--- src/design/wake_src_map.vh ---
// Functional notes
// - mode 000 low, 001 high, 010 falling, 011 rising, 100 either edge
// - edge status 01 rising, 10 falling, 11 both, 00 nothing recorded
// - edge status meaningful only while mode is either-edge
// - software reads edge status to learn which edge woke the device
// - clearing a request through the clear register also clears edge status
// - mode at 6-4/14-12/22-20/30-28, enable at bits 0/8/16/24
// - edge status at 3-2/11-10/19-18/27-26, read-only
`ifndef WAKE_SRC_MAP_VH
`define WAKE_SRC_MAP_VH

// ----------------------------------------
// register offsets
// ----------------------------------------
`define MODE_CTRL_B_OFS 4'h0
`define REQ_CLEAR_OFS 4'h4
`define REQ_STATUS_OFS 4'h8

// ----------------------------------------
// field layout per source, byte lane i
// ----------------------------------------
`define SRC_STRIDE 8
`define EN_POS 0
`define ST_POS 2
`define MODE_POS 4

// ----------------------------------------
// mode codes, reset value and edge status codes
// ----------------------------------------
`define MODE_LOW 3'h0
`define MODE_HIGH 3'h1
`define MODE_FALL 3'h2
`define MODE_RISE 3'h3
`define MODE_BOTH 3'h4
`define MODE_RST 3'h2
`define ST_RISE 2'h1
`define ST_FALL 2'h2

`endif

--- src/design/wake_source_ctrl.v ---
// Added by the designer: the placing of the registers and the AXI4-Lite register port.
`timescale 1ns/100ps
`include "wake_src_map.vh"

module wake_source_ctrl #(
	parameter NSRC = 4
)(
	input wire aclk,
	input wire aresetn,
	input wire [3:0] s_axi_awaddr,
	input wire s_axi_awvalid,
	output reg s_axi_awready,
	input wire [31:0] s_axi_wdata,
	input wire [3:0] s_axi_wstrb,
	input wire s_axi_wvalid,
	output reg s_axi_wready,
	output reg [1:0] s_axi_bresp,
	output reg s_axi_bvalid,
	input wire s_axi_bready,
	input wire [3:0] s_axi_araddr,
	input wire s_axi_arvalid,
	output reg s_axi_arready,
	output reg [31:0] s_axi_rdata,
	output reg [1:0] s_axi_rresp,
	output reg s_axi_rvalid,
	input wire s_axi_rready,
	input wire [3:0] wake_in,
	output reg [3:0] wake_req
);

// ----------------------------------------
// state
// ----------------------------------------
reg [2:0] mode_q [0:3];
reg [1:0] st_q [0:3];
reg [3:0] en_q;
reg [3:0] in_q;
reg [3:0] pend_q;
reg [3:0] aw_addr_q;
reg aw_have_q;
reg [31:0] w_data_q;
reg [3:0] w_strb_q;
reg w_have_q;
reg [31:0] reg_word;
reg [31:0] rd_word;
reg [3:0] cond;
reg [3:0] rise;
reg [3:0] fall;
reg [3:0] clr;
wire do_write;
integer i, j, k;

assign do_write = aw_have_q & w_have_q & ~s_axi_bvalid;

// ----------------------------------------
// register image
// ----------------------------------------
always @*
begin
	reg_word = 32'h0;
	for (j = 0; j < NSRC; j = j + 1)
	begin
		reg_word[j*`SRC_STRIDE+`MODE_POS +: 3] = mode_q[j];
		reg_word[j*`SRC_STRIDE+`ST_POS +: 2] = st_q[j];
		reg_word[j*`SRC_STRIDE+`EN_POS] = en_q[j];
	end
end

always @*
begin
	case (s_axi_araddr)
		`MODE_CTRL_B_OFS: rd_word = reg_word;
		`REQ_STATUS_OFS: rd_word = {28'h0, pend_q};
		default: rd_word = 32'h0;
	endcase
end

// ----------------------------------------
// detection conditions
// ----------------------------------------
always @*
begin
	rise = 4'h0;
	fall = 4'h0;
	cond = 4'h0;
	clr = 4'h0;
	for (k = 0; k < NSRC; k = k + 1)
	begin
		rise[k] = wake_in[k] & ~in_q[k];
		fall[k] = ~wake_in[k] & in_q[k];
		case (mode_q[k])
			`MODE_LOW: cond[k] = ~wake_in[k];
			`MODE_HIGH: cond[k] = wake_in[k];
			`MODE_FALL: cond[k] = fall[k];
			`MODE_RISE: cond[k] = rise[k];
			`MODE_BOTH: cond[k] = rise[k] | fall[k];
			default: cond[k] = 1'b0;
		endcase
		clr[k] = do_write && aw_addr_q == `REQ_CLEAR_OFS &&
			w_strb_q[k] && w_data_q[k*`SRC_STRIDE];
	end
end

// ----------------------------------------
// wake logic
// ----------------------------------------
always @(posedge aclk)
begin
	if (!aresetn)
	begin
		in_q <= 4'h0;
		pend_q <= 4'h0;
		wake_req <= 4'h0;
		en_q <= 4'h0;
		for (i = 0; i < NSRC; i = i + 1)
		begin
			mode_q[i] <= `MODE_RST;
			st_q[i] <= 2'h0;
		end
	end
	else
	begin
		in_q <= wake_in;
		for (i = 0; i < NSRC; i = i + 1)
		begin
			// enabled wake condition in modes 000 to 100 sets the request (modes 101-111 never do); set wins over clear
			if (en_q[i] && cond[i])
				pend_q[i] <= 1'b1;
			else if (clr[i])
				pend_q[i] <= 1'b0;
			if (en_q[i] && mode_q[i] == `MODE_BOTH && (rise[i] | fall[i]))
				st_q[i] <= st_q[i] | (rise[i] ? `ST_RISE : `ST_FALL);
			else if (clr[i] || mode_q[i] != `MODE_BOTH)
				st_q[i] <= 2'h0;
			wake_req[i] <= en_q[i] & cond[i];
			if (do_write && aw_addr_q == `MODE_CTRL_B_OFS && w_strb_q[i])
			begin
				// mode and enable written together from byte lane i by software
				mode_q[i] <= w_data_q[i*`SRC_STRIDE+`MODE_POS +: 3];
				en_q[i] <= w_data_q[i*`SRC_STRIDE+`EN_POS];
			end
		end
	end
end

// ----------------------------------------
// axi4-lite slave
// ----------------------------------------
always @(posedge aclk)
begin
	if (!aresetn)
	begin
		s_axi_awready <= 1'b1;
		s_axi_wready <= 1'b1;
		s_axi_bvalid <= 1'b0;
		s_axi_bresp <= 2'h0;
		s_axi_arready <= 1'b1;
		s_axi_rvalid <= 1'b0;
		s_axi_rresp <= 2'h0;
		s_axi_rdata <= 32'h0;
		aw_have_q <= 1'b0;
		w_have_q <= 1'b0;
		aw_addr_q <= 4'h0;
		w_data_q <= 32'h0;
		w_strb_q <= 4'h0;
	end
	else
	begin
		if (s_axi_awvalid && s_axi_awready)
		begin
			aw_addr_q <= s_axi_awaddr;
			aw_have_q <= 1'b1;
			s_axi_awready <= 1'b0;
		end
		if (s_axi_wvalid && s_axi_wready)
		begin
			w_data_q <= s_axi_wdata;
			w_strb_q <= s_axi_wstrb;
			w_have_q <= 1'b1;
			s_axi_wready <= 1'b0;
		end
		if (do_write)
		begin
			aw_have_q <= 1'b0;
			w_have_q <= 1'b0;
			s_axi_bvalid <= 1'b1;
			s_axi_bresp <= (aw_addr_q == `MODE_CTRL_B_OFS ||
				aw_addr_q == `REQ_CLEAR_OFS ||
				aw_addr_q == `REQ_STATUS_OFS) ? 2'h0 : 2'h2;
		end
		if (s_axi_bvalid && s_axi_bready)
		begin
			s_axi_bvalid <= 1'b0;
			s_axi_awready <= 1'b1;
			s_axi_wready <= 1'b1;
		end
		if (s_axi_arvalid && s_axi_arready)
		begin
			s_axi_arready <= 1'b0;
			s_axi_rvalid <= 1'b1;
			s_axi_rdata <= rd_word;
			s_axi_rresp <= (s_axi_araddr == `MODE_CTRL_B_OFS ||
				s_axi_araddr == `REQ_CLEAR_OFS ||
				s_axi_araddr == `REQ_STATUS_OFS) ? 2'h0 : 2'h2;
		end
		if (s_axi_rvalid && s_axi_rready)
		begin
			s_axi_rvalid <= 1'b0;
			s_axi_arready <= 1'b1;
		end
	end
end

endmodule

--- config.mk ---
export PLATFORM = sky130hd
export DESIGN_NAME = wake_source_ctrl
export DESIGN_NICKNAME = d
export VERILOG_FILES = /design/src/design/wake_source_ctrl.v
export VERILOG_INCLUDE_DIRS = /design/src /design/src/design
export SDC_FILE = /design/constraint.sdc
export NUM_CORES = 1
export LEC_CHECK = 0
export BUFFER_PORTS_ARGS = -buffer_cell sky130_fd_sc_hd__buf_2
export CAP_MARGIN = 15
export CORE_MARGIN = 4
export CORE_UTILIZATION = 52
export DETAILED_ROUTE_END_ITERATION = 8
export GPL_TIMING_DRIVEN = 0
export PLACE_DENSITY_LB_ADDON = 0.12
export SLEW_MARGIN = 20
export SYNTH_ARGS = -nofsm -noshare
export SYNTH_HDL_FRONTEND = slang
export SYNTH_SLANG_ARGS = --single-unit
--- constraint.sdc ---
create_clock -name aclk -period 2.3 [get_ports aclk]
set_clock_uncertainty 0.15 [all_clocks]
set_input_delay 0.115 -clock aclk [delete_from_list [all_inputs] [get_ports aclk]]
set_output_delay 0.115 -clock aclk [all_outputs]
set_load 0.01 [all_outputs]
==> results.ini, run 1 <==
[run_status]
status = completed

[drt]
drtAntennaViolNets = 0
routed_wl_um = 9240
routedWlPerCell_um = 13.6
route.detailed.drc = 0
dr_total_vias = 3450
drt-initial-drc-count = 160
via_per_inst = 5.09
dr.pass1.iters = 4

[clock_tree]
root_buffer = clkbuf_8
cts_buffer_depth = 2
cts_tree = built
post-cts-setup-buffer-count = 0
htree_levels = 3
cts_made_buffers = 9
cts_sinks = 94
clk_latency_ns = 0.35
clkTransAtPathRegs_ns = 0.09

[placement]
routabilityCongestion = 0.810
place_area_um2 = 4380
io_buffers = 74
dp_hpwl_um = 6320

[yosys]
synth-compound-area-share = 0.139
muxShareOfSynthArea = 0.00843
netlist_top_cells_area = dfxtp_1, edfxtp_1, nand2_1
synthAdderAreaFrac = 0.0259
syn-cell-area_um2 = 3860
synth_edf_count = 20
synth_seq_cells = 94
yosysSeqAreaShare = 0.539
yosys.area_share.simple = 0.228
synthArstFlopShare = 0
synth_top_area_share = 0.384
ys_types = 43
synth_top_area_cell = dfxtp_1
synth_top_family_by_area = simple AND/OR/NAND/NOR gates
avgSynthCellArea_um2 = 8.83
synth_xor_area_frac = 0.00227
netlist_instances = 437
yosys_warnings = 0
synthFlopType = dfxtp_1

[power_and_ir_drop]
p_leak_nw = 2.10
peakVddDrop_uv = 334
p_per_area_nw_per_um2 = 634

[finish]
syn_to_final_growth_pct = 30.3
drive_gt1_frac = 0.193
post-route-util = 0.697
layout.nets = 637
design_area_um2 = 5030
nFillCells = 586
diodes = 0

[worst_setup_path]
arrival_ns = 2.01
ff2ff_path_depth = 5
r2r_start = s_axi_bvalid$_SDFFE_PP0N_
critPathCaptureType = flip-flop
slowest_stage = nor3_1
crit_path_max_incr_delay_ns = 0.46
crit_required_ns = 2.22
worstSetupPathType = reg2reg
worstPathCellList = nand3b_1 -> nor3_1 -> buf_2 -> nand2_1 -> nand2_1
cp_common_cell = nand2_1
startpoint_type = flip-flop
path_max_fanout = 10
rrSetupSlack_ns = 0.20
r2r_end = mode_q[0][1]$_SDFFCE_PN1P_

[flow_run]
maxCapViolCount = 0

[global_routing]
grt.overflow.total = 0
grtUsageTotal = 0.219
met1_usage = 0.269
grt_pass1_vias = 3316
grt_max_degree = 16
use_met2 = 0.381
grt_pass1_wl_um = 15300
antenna_found_initial = 0
busiest_layer = met2
grtUsageMet3 = 0.0393

[die]
core_area_um2 = 7210
fp.dieW_um = 94.2
die_y_um = 94.2
die_area_um2 = 8870
rows = 31
ios = 100
start_util = 0.535

[hold_path]
holdPathEnd = wake_req[2]$_SDFF_PN0_
hold_class = in2reg
hold_depth = 4
hp-start = aresetn

[sta]
finalMaxSlewViolations = 0
finalCritPeriodShare = 0.911
hold_violations = 0
timing.hold.ws_ns = 0.0680
tightest_slew_ns = 0.671
post-route-min-period_ns = 2.10
slew_headroom = 0.552
setup_viol = 0
max_freq_mhz = 477
rsz0062_at_grt = no
fin_tns_setup_ns = 0

## sequential cells by signal, summed over array words and instances (netlist names), 4 cells and up
signal       flops
s_axi_rdata     25
w_data_q        16
mode_q          12
st_q             8
aw_addr_q        4
en_q             4
in_q             4
pend_q           4
w_strb_q         4
wake_req         4
## synthesized netlist by cell type (2+ instances only)
master	instances
or2_2	2
buf_2	2
nand3_1	32
ha_1	8
nor2b_1	3
and2_1	2
a21bo_2	4
o211ai_1	3
buf_4	9
clkbuf_1	18
a221oi_1	3
o221ai_1	3
dfxtp_1	74
mux2_2	2
a21oi_1	58
inv_1	17
nor2_1	24
nand2_1	90
nor3_1	4
nand3b_1	8
o21ai_0	16
edfxtp_1	20
and3_1	11
or4_1	2
nand2b_1	4
## how the worst max path moves through the flow
stage                         startpoint                          to  depth (start not counted)
2_1_floorplan  aw_addr_q[0]$_SDFFE_PN0P_  mode_q[3][0]$_SDFFCE_PN0P_                          5
3_3_place_gp   s_axi_bvalid$_SDFFE_PP0N_    st_q[1][0]$_SDFFCE_PP0P_                          4
3_5_place_dp   s_axi_bvalid$_SDFFE_PP0N_    st_q[1][1]$_SDFFCE_PP0P_                          4
4_1_cts        s_axi_bvalid$_SDFFE_PP0N_  mode_q[0][2]$_SDFFCE_PN0P_                          5
5_1_grt        s_axi_bvalid$_SDFFE_PP0N_  mode_q[2][1]$_SDFFCE_PN1P_                          5
6_report       s_axi_bvalid$_SDFFE_PP0N_  mode_q[0][1]$_SDFFCE_PN1P_                          5
## through the flow
stage               setup WS (ns)  cells  power (mW)
floorplan                   0.545    445        1.96
global placement            0.289    618        2.06
detailed placement          0.255    618        2.07
CTS                         0.227    678        3.20
global route               0.0114    678        3.32
finish                      0.205    678        3.19
## per-layer routing
layer | part of all wire | vias up
li1 | - | 1757
met1 | 0.43 | 1549
met2 | 0.49 | 126
met3 | 0.063 | 18
met4 | 0.015 | 0
met5 | 0 | -
## power by group
part           internal (mW)  switching [mW]
combinational          0.150           0.177
clock                  0.529           0.564
sequential              1.73          0.0392
## logic make-up after synthesis
kind of cell               after synthesis
DFF                                     94
other                                    1
buffers and inverters                   48
adders and majority gates                8
xor gates and xnor gates                 1
and+or+nand+nor                        189
muxes                                    3
AOI/OAI and AO/OA                       93
## worst max-delay path: cells and delay by family, from the launching register on
kind / cells / cell delay (ns)
AND/OR/NAND/NOR: 4 / 1.00
buffers and inverters: 1 / 0.30
flip-flops: 1 / 0.35
## cell type report
| type | instances | area [µm²] | area share |
|---|---|---|---|
| sequential | 94 | 2080 | 0.414 |
| multi-input combinational | 303 | 1600 | 0.318 |
| timing repair buffer | 118 | 811 | 0.161 |
| buffer | 30 | 149 | 0.0296 |
| clock buffer | 10 | 138 | 0.0274 |
| tap | 99 | 124 | 0.0246 |
| inverter | 18 | 67.6 | 0.0134 |
| clock inverter | 6 | 60.1 | 0.0119 |
## placed cells by master, fill, tap and decap left out, types with 3 or more instances in the layout
| cell | count |
|---|---|
| dfxtp_1 | 74 |
| a221oi_1 | 3 |
| conb_1 | 9 |
| and3_1 | 11 |
| nand3_1 | 32 |
| o211ai_1 | 3 |
| buf_4 | 9 |
| nand3b_1 | 8 |
| dlygate4sd3_1 | 44 |
| o221ai_1 | 3 |
| nand2_1 | 90 |
| a21bo_2 | 4 |
| a21oi_1 | 58 |
| clkbuf_8 | 10 |
| nor2_1 | 24 |
| edfxtp_1 | 20 |
| buf_2 | 76 |
| nor3_1 | 4 |
| inv_1 | 17 |
| ha_1 | 8 |
| nor2b_1 | 3 |
| nand2b_1 | 4 |
| clkbuf_1 | 18 |
| o21ai_0 | 16 |
## repair_timing
item                                    in CTS  in global routing
endpoints found under the setup margin       0                  1
hold buffers                                44                  0
gates resized for setup                      0                  1
endpoints found under the hold margin       36                  0
Power figures use the tool's default switching activity.
==> run 2, diff against run 1 <==
==> constraint.sdc (replaced) <==
create_clock -name aclk -period 2.3 [get_ports aclk]
set_clock_uncertainty 0.15 [all_clocks]
set_input_delay 0.69 -clock aclk [delete_from_list [all_inputs] [get_ports aclk]]
set_output_delay 0.69 -clock aclk [all_outputs]
set_load 0.01 [all_outputs]
==> results.ini, run 2 (synthesis gave the netlist of run 1 again) <==
[run_status]
status = completed

[global_routing]
busiest_layer = met2
grtUsageMet3 = 0.0401
grtUsageTotal = 0.200
antenna_found_initial = 0
grt_max_degree = 16
grt.overflow.total = 0
grt_pass1_wl_um = 14000
grt_pass1_vias = 3014
met1_usage = 0.263
use_met2 = 0.327

[sta]
tightest_slew_ns = 0.665
finalMaxSlewViolations = 0
fin_tns_setup_ns = 0
post-route-min-period_ns = 2.09
finalCritPeriodShare = 0.909
slew_headroom = 0.551
setup_viol = 0
hold_violations = 0
rsz0062_at_grt = no
max_freq_mhz = 478

[hold_path]
hp-start = s_axi_rdata[19]$_SDFFE_PN0P_
hold_class = reg2reg
hold_depth = 2
holdPathEnd = s_axi_rdata[19]$_SDFFE_PN0P_

[clock_tree]
htree_levels = 3
postCtsHoldBufs = 0
clkTransAtPathRegs_ns = 0.09
cts_resized = 0
cts_buffer_depth = 2
root_buffer = clkbuf_8
cts_sinks = 94
cts_made_buffers = 9
clk_latency_ns = 0.35
cts_tree = built
post-cts-setup-buffer-count = 0

[worst_setup_path]
r2r_end = st_q[1][0]$_SDFFCE_PP0P_
slowest_stage = nor3_1
crit_required_ns = 2.21
crit_buf_inv = 0
path_max_fanout = 7
crit_path_max_incr_delay_ns = 0.53
startpoint_type = flip-flop
cp_common_cell = nand3b_1
arrival_ns = 2.00
worstPathCellList = nand3b_1 -> nor3_1 -> and3_1 -> nand3b_1
rrSetupSlack_ns = 0.21
cpLargestDelayFamily = simple AND/OR/NAND/NOR gates
critPathCaptureType = flip-flop
r2r_start = s_axi_bvalid$_SDFFE_PP0N_
worstSetupPathType = reg2reg
ff2ff_path_depth = 4

[drt]
drtAntennaViolNets = 0
routedWlPerCell_um = 13.4
dr.pass1.iters = 5
routed_wl_um = 8510
drt-initial-drc-count = 122
route.detailed.drc = 0
dr_total_vias = 3220
via_per_inst = 5.08

[power_and_ir_drop]
clkPwrFrac = 0.348
power_frac_comb = 0.085
peakVddDrop_uv = 328
swShare = 0.243
p_per_area_nw_per_um2 = 680
p_sw_uw = 759
intPower_mw = 2.36
p_leak_nw = 1.92
finalPower_mw = 3.12
seq_power_share = 0.567

[finish]
top_register = s_axi_rdata
reg_top3 = s_axi_rdata: 25 flops, w_data_q: 16 flops, mode_q: 12 flops
layout_commonest_cell = nand2_1
regArea_um2 = 2080
diodes = 0
nFillCells = 658
largest_reg_flops = 25
most-common-layout-cells = nand2_1, buf_2, dfxtp_1
drive_gt1_frac = 0.207
layout.nets = 593
syn_to_final_growth_pct = 18.7
multi_input_area_um2 = 1590

[die]
die_area_um2 = 8870
core_area_um2 = 7210
ios = 100
die_y_um = 94.2
rows = 31
fp.dieW_um = 94.2
start_util = 0.535

[flow_run]
maxCapViolCount = 0

[placement]
routabilityCongestion = 0.810
io_buffers = 74
dp_hpwl_um = 6320

==> run 2: cell count changes in the layout (fill, tap and decap cells not counted) <==
cell	delta
nor4b_2	-1
nor4b_1	+1
dlygate4sd3_1	-44
==> run 2: area by class of cell <==
| type | count | share of cell area |
|---|---|---|
| tap | 99 | 0.0270 |
| clock buffer | 10 | 0.0300 |
| multi-input combinational | 303 | 0.347 |
| sequential | 94 | 0.454 |
| clock inverter | 6 | 0.0131 |
| buffer | 30 | 0.0325 |
| timing repair buffer | 74 | 0.0808 |
| inverter | 18 | 0.0147 |
==> run 2: tightest hold or removal path, cell delays in order (launching register included) <==
cell     delay (ns)
dfxtp_1        0.31
nand2_1        0.05
a21oi_1        0.05
==> run 2: layer usage <==
layer | vias up | wire [µm]
met5 | - | 0
li1 | 1666 | -
met2 | 102 | 3890
met1 | 1445 | 3950
met4 | 0 | 65
met3 | 7 | 598
==> run 2: metrics by stage <==
stage               setup slack, ns  hold WS (ns)  std cells  area [µm²]  utilization
CTS                           0.227         0.305        634        4580        0.635
global route                 0.0105         0.312        634        4580        0.635
global placement            -0.0613         0.287        618        4380        0.608
floorplan                     0.289         0.281        445        3890            -
detailed placement          -0.0470         0.292        618        4380        0.608
finish                        0.209         0.300        634        4580        0.635
==> run 2: power groups by stage <==
stage | combinational (mW) | clock [mW] | sequential (mW)
after floorplan | 0.160 | 0 | 1.80
after global placement | 0.259 | 0 | 1.80
after detailed placement | 0.265 | 0 | 1.80
after CTS | 0.266 | 1.11 | 1.77
after global routing | 0.301 | 1.17 | 1.78
final | 0.265 | 1.09 | 1.77
==> run 2: how the worst max path moves through the flow <==
stage | cells after the start | from | slack (ns) | endpoint
floorplan | 4 | aresetn | 0.29 | st_q[0][1]$_SDFFCE_PP0P_
global placement | 5 | s_axi_araddr[2] | -0.06 | s_axi_rdata[21]$_SDFFE_PN0P_
detailed placement | 5 | s_axi_araddr[2] | -0.05 | s_axi_rdata[29]$_SDFFE_PN0P_
CTS | 5 | s_axi_bvalid$_SDFFE_PP0N_ | 0.23 | mode_q[0][2]$_SDFFCE_PN0P_
global route | 5 | s_axi_bvalid$_SDFFE_PP0N_ | 0.01 | mode_q[2][1]$_SDFFCE_PN1P_
finish | 4 | s_axi_bvalid$_SDFFE_PP0N_ | 0.21 | st_q[1][0]$_SDFFCE_PP0P_
==> run 3, diff against run 2 <==
--- a/config.mk
+++ b/config.mk
@@ -9,7 +9,7 @@
 export BUFFER_PORTS_ARGS = -buffer_cell sky130_fd_sc_hd__buf_2
 export CAP_MARGIN = 15
 export CORE_MARGIN = 4
-export CORE_UTILIZATION = 52
+export CORE_UTILIZATION = 35
 export DETAILED_ROUTE_END_ITERATION = 8
 export GPL_TIMING_DRIVEN = 0
 export PLACE_DENSITY_LB_ADDON = 0.12
==> results.ini, run 3 (synthesis gave the netlist of run 1 again) <==
[clock_tree]
clkTransAtPathRegs_ns = 0.09
cts_tree = built
clk_latency_ns = 0.36
root_buffer = clkbuf_8
cts_sinks = 94
htree_levels = 3
cts_buffer_depth = 2
postCtsHoldBufs = 0
cts_made_buffers = 9
cts_resized = 0
post-cts-setup-buffer-count = 0

[sta]
finalMaxSlewViolations = 0
post-route-min-period_ns = 2.08
rsz0062_at_grt = no
fin_ws_ns = 0.223
slew_headroom = 0.508
finalCritPeriodShare = 0.903
hold_violations = 0
tightest_slew_ns = 0.728
max_freq_mhz = 481
fin_tns_setup_ns = 0
setup_viol = 0

[die]
die_area_um2 = 12800
core_area_um2 = 10800
fp.dieW_um = 113
rows = 38
start_util = 0.358
die_y_um = 113
ios = 100

[worst_setup_path]
cp-startpoint = s_axi_araddr[2]
worstSetupPathType = in2reg
path_max_fanout = 10
crit_path_end = s_axi_rdata[29]$_SDFFE_PN0P_
arrival_ns = 2.21
crit_required_ns = 2.43
startpoint_type = primary input
r2r_start = s_axi_bvalid$_SDFFE_PP0N_
rrSetupSlack_ns = 0.25
critPathCaptureType = flip-flop
r2r_end = st_q[2][0]$_SDFFCE_PP0P_
ff2ff_path_depth = 4

[power_and_ir_drop]
p_leak_nw = 1.95
p_per_area_nw_per_um2 = 732
peakVddDrop_uv = 285

[finish]
top_register = s_axi_rdata
diodes = 0
most-common-layout-cells = nand2_1, buf_2, dfxtp_1
drive_gt1_frac = 0.208
reg_top3 = s_axi_rdata: 25 flops, w_data_q: 16 flops, mode_q: 12 flops
layout_commonest_cell = nand2_1
largest_reg_flops = 25
syn_to_final_growth_pct = 21.6
layout.nets = 593

[placement]
io_buffers = 74
dp_slack_ns = -0.147
dp_hpwl_um = 7030
routabilityCongestion = 0.764

[flow_run]
maxCapViolCount = 0

[global_routing]
grt.overflow.total = 0
grt_pass1_vias = 3087
grt_max_degree = 16
antenna_found_initial = 0
grtUsageTotal = 0.151
grt_pass1_wl_um = 15400

[drt]
route.detailed.drc = 0
dr.pass1.iters = 5
drt-initial-drc-count = 114
dr_total_vias = 3206
routed_wl_um = 9340
drtAntennaViolNets = 0
routedWlPerCell_um = 13.9
via_per_inst = 4.76

[hold_path]
hold_class = reg2reg

[run_status]
status = completed

run 3: how the worst min path moves through the flow:
stage / slack [ns] / cells after the start / from / end
6_report: 0.30 / 2 / s_axi_rdata[6]$_SDFFE_PN0P_ / s_axi_rdata[6]$_SDFFE_PN0P_
5_1_grt: 0.32 / 2 / s_axi_rdata[10]$_SDFFE_PN0P_ / s_axi_rdata[10]$_SDFFE_PN0P_
4_1_cts: 0.30 / 2 / s_axi_rdata[6]$_SDFFE_PN0P_ / s_axi_rdata[6]$_SDFFE_PN0P_
3_5_place_dp: 0.29 / 2 / s_axi_rdata[5]$_SDFFE_PN0P_ / s_axi_rdata[5]$_SDFFE_PN0P_
3_3_place_gp: 0.29 / 2 / s_axi_rdata[10]$_SDFFE_PN0P_ / s_axi_rdata[10]$_SDFFE_PN0P_
2_1_floorplan: 0.28 / 2 / w_data_q[13]$_SDFFE_PN0P_ / w_data_q[13]$_SDFFE_PN0P_
run 3: report_power, final:
group	internal [mW]	total, mW	switching (mW)
clock	0.828	1.40	0.572
sequential	1.73	1.77	0.0397
combinational	0.101	0.268	0.166
run 3: per-stage QoR:
stage	util	instances	hold slack (ns)	instance area [µm²]	total power [mW]
after floorplan	-	445	0.281	3890	1.96
after global placement	0.411	659	0.289	4440	2.07
after detailed placement	0.411	659	0.293	4440	2.07
after CTS	0.435	674	0.304	4690	3.46
after global routing	0.435	674	0.323	4690	3.59
final	0.435	674	0.302	4690	3.44
run 3: worst max-delay path: stages:
cell	delay, ns
buf_2	0.12
nor4_2	0.64
clkbuf_1	0.45
nand3_1	0.13
a21oi_1	0.17
run 3: final cells by class:
class / count / area, µm²
Buffer: 30 / 149
Inverter: 18 / 67.6
Tap cell: 140 / 175
Fill cell: 1110 / 6100
Multi-Input combinational cell: 303 / 1590
Clock inverter: 6 / 134
Clock buffer: 9 / 124
Sequential cell: 94 / 2080
Timing Repair Buffer: 74 / 370
run 3: per-layer routing:
metal	up-vias	global-route usage	share of wire
met2	92	0.239	0.45
met3	9	0.0380	0.064
li1	1669	-	-
met4	0	0.0457	0.014
met1	1436	0.203	0.47
met5	-	0	0
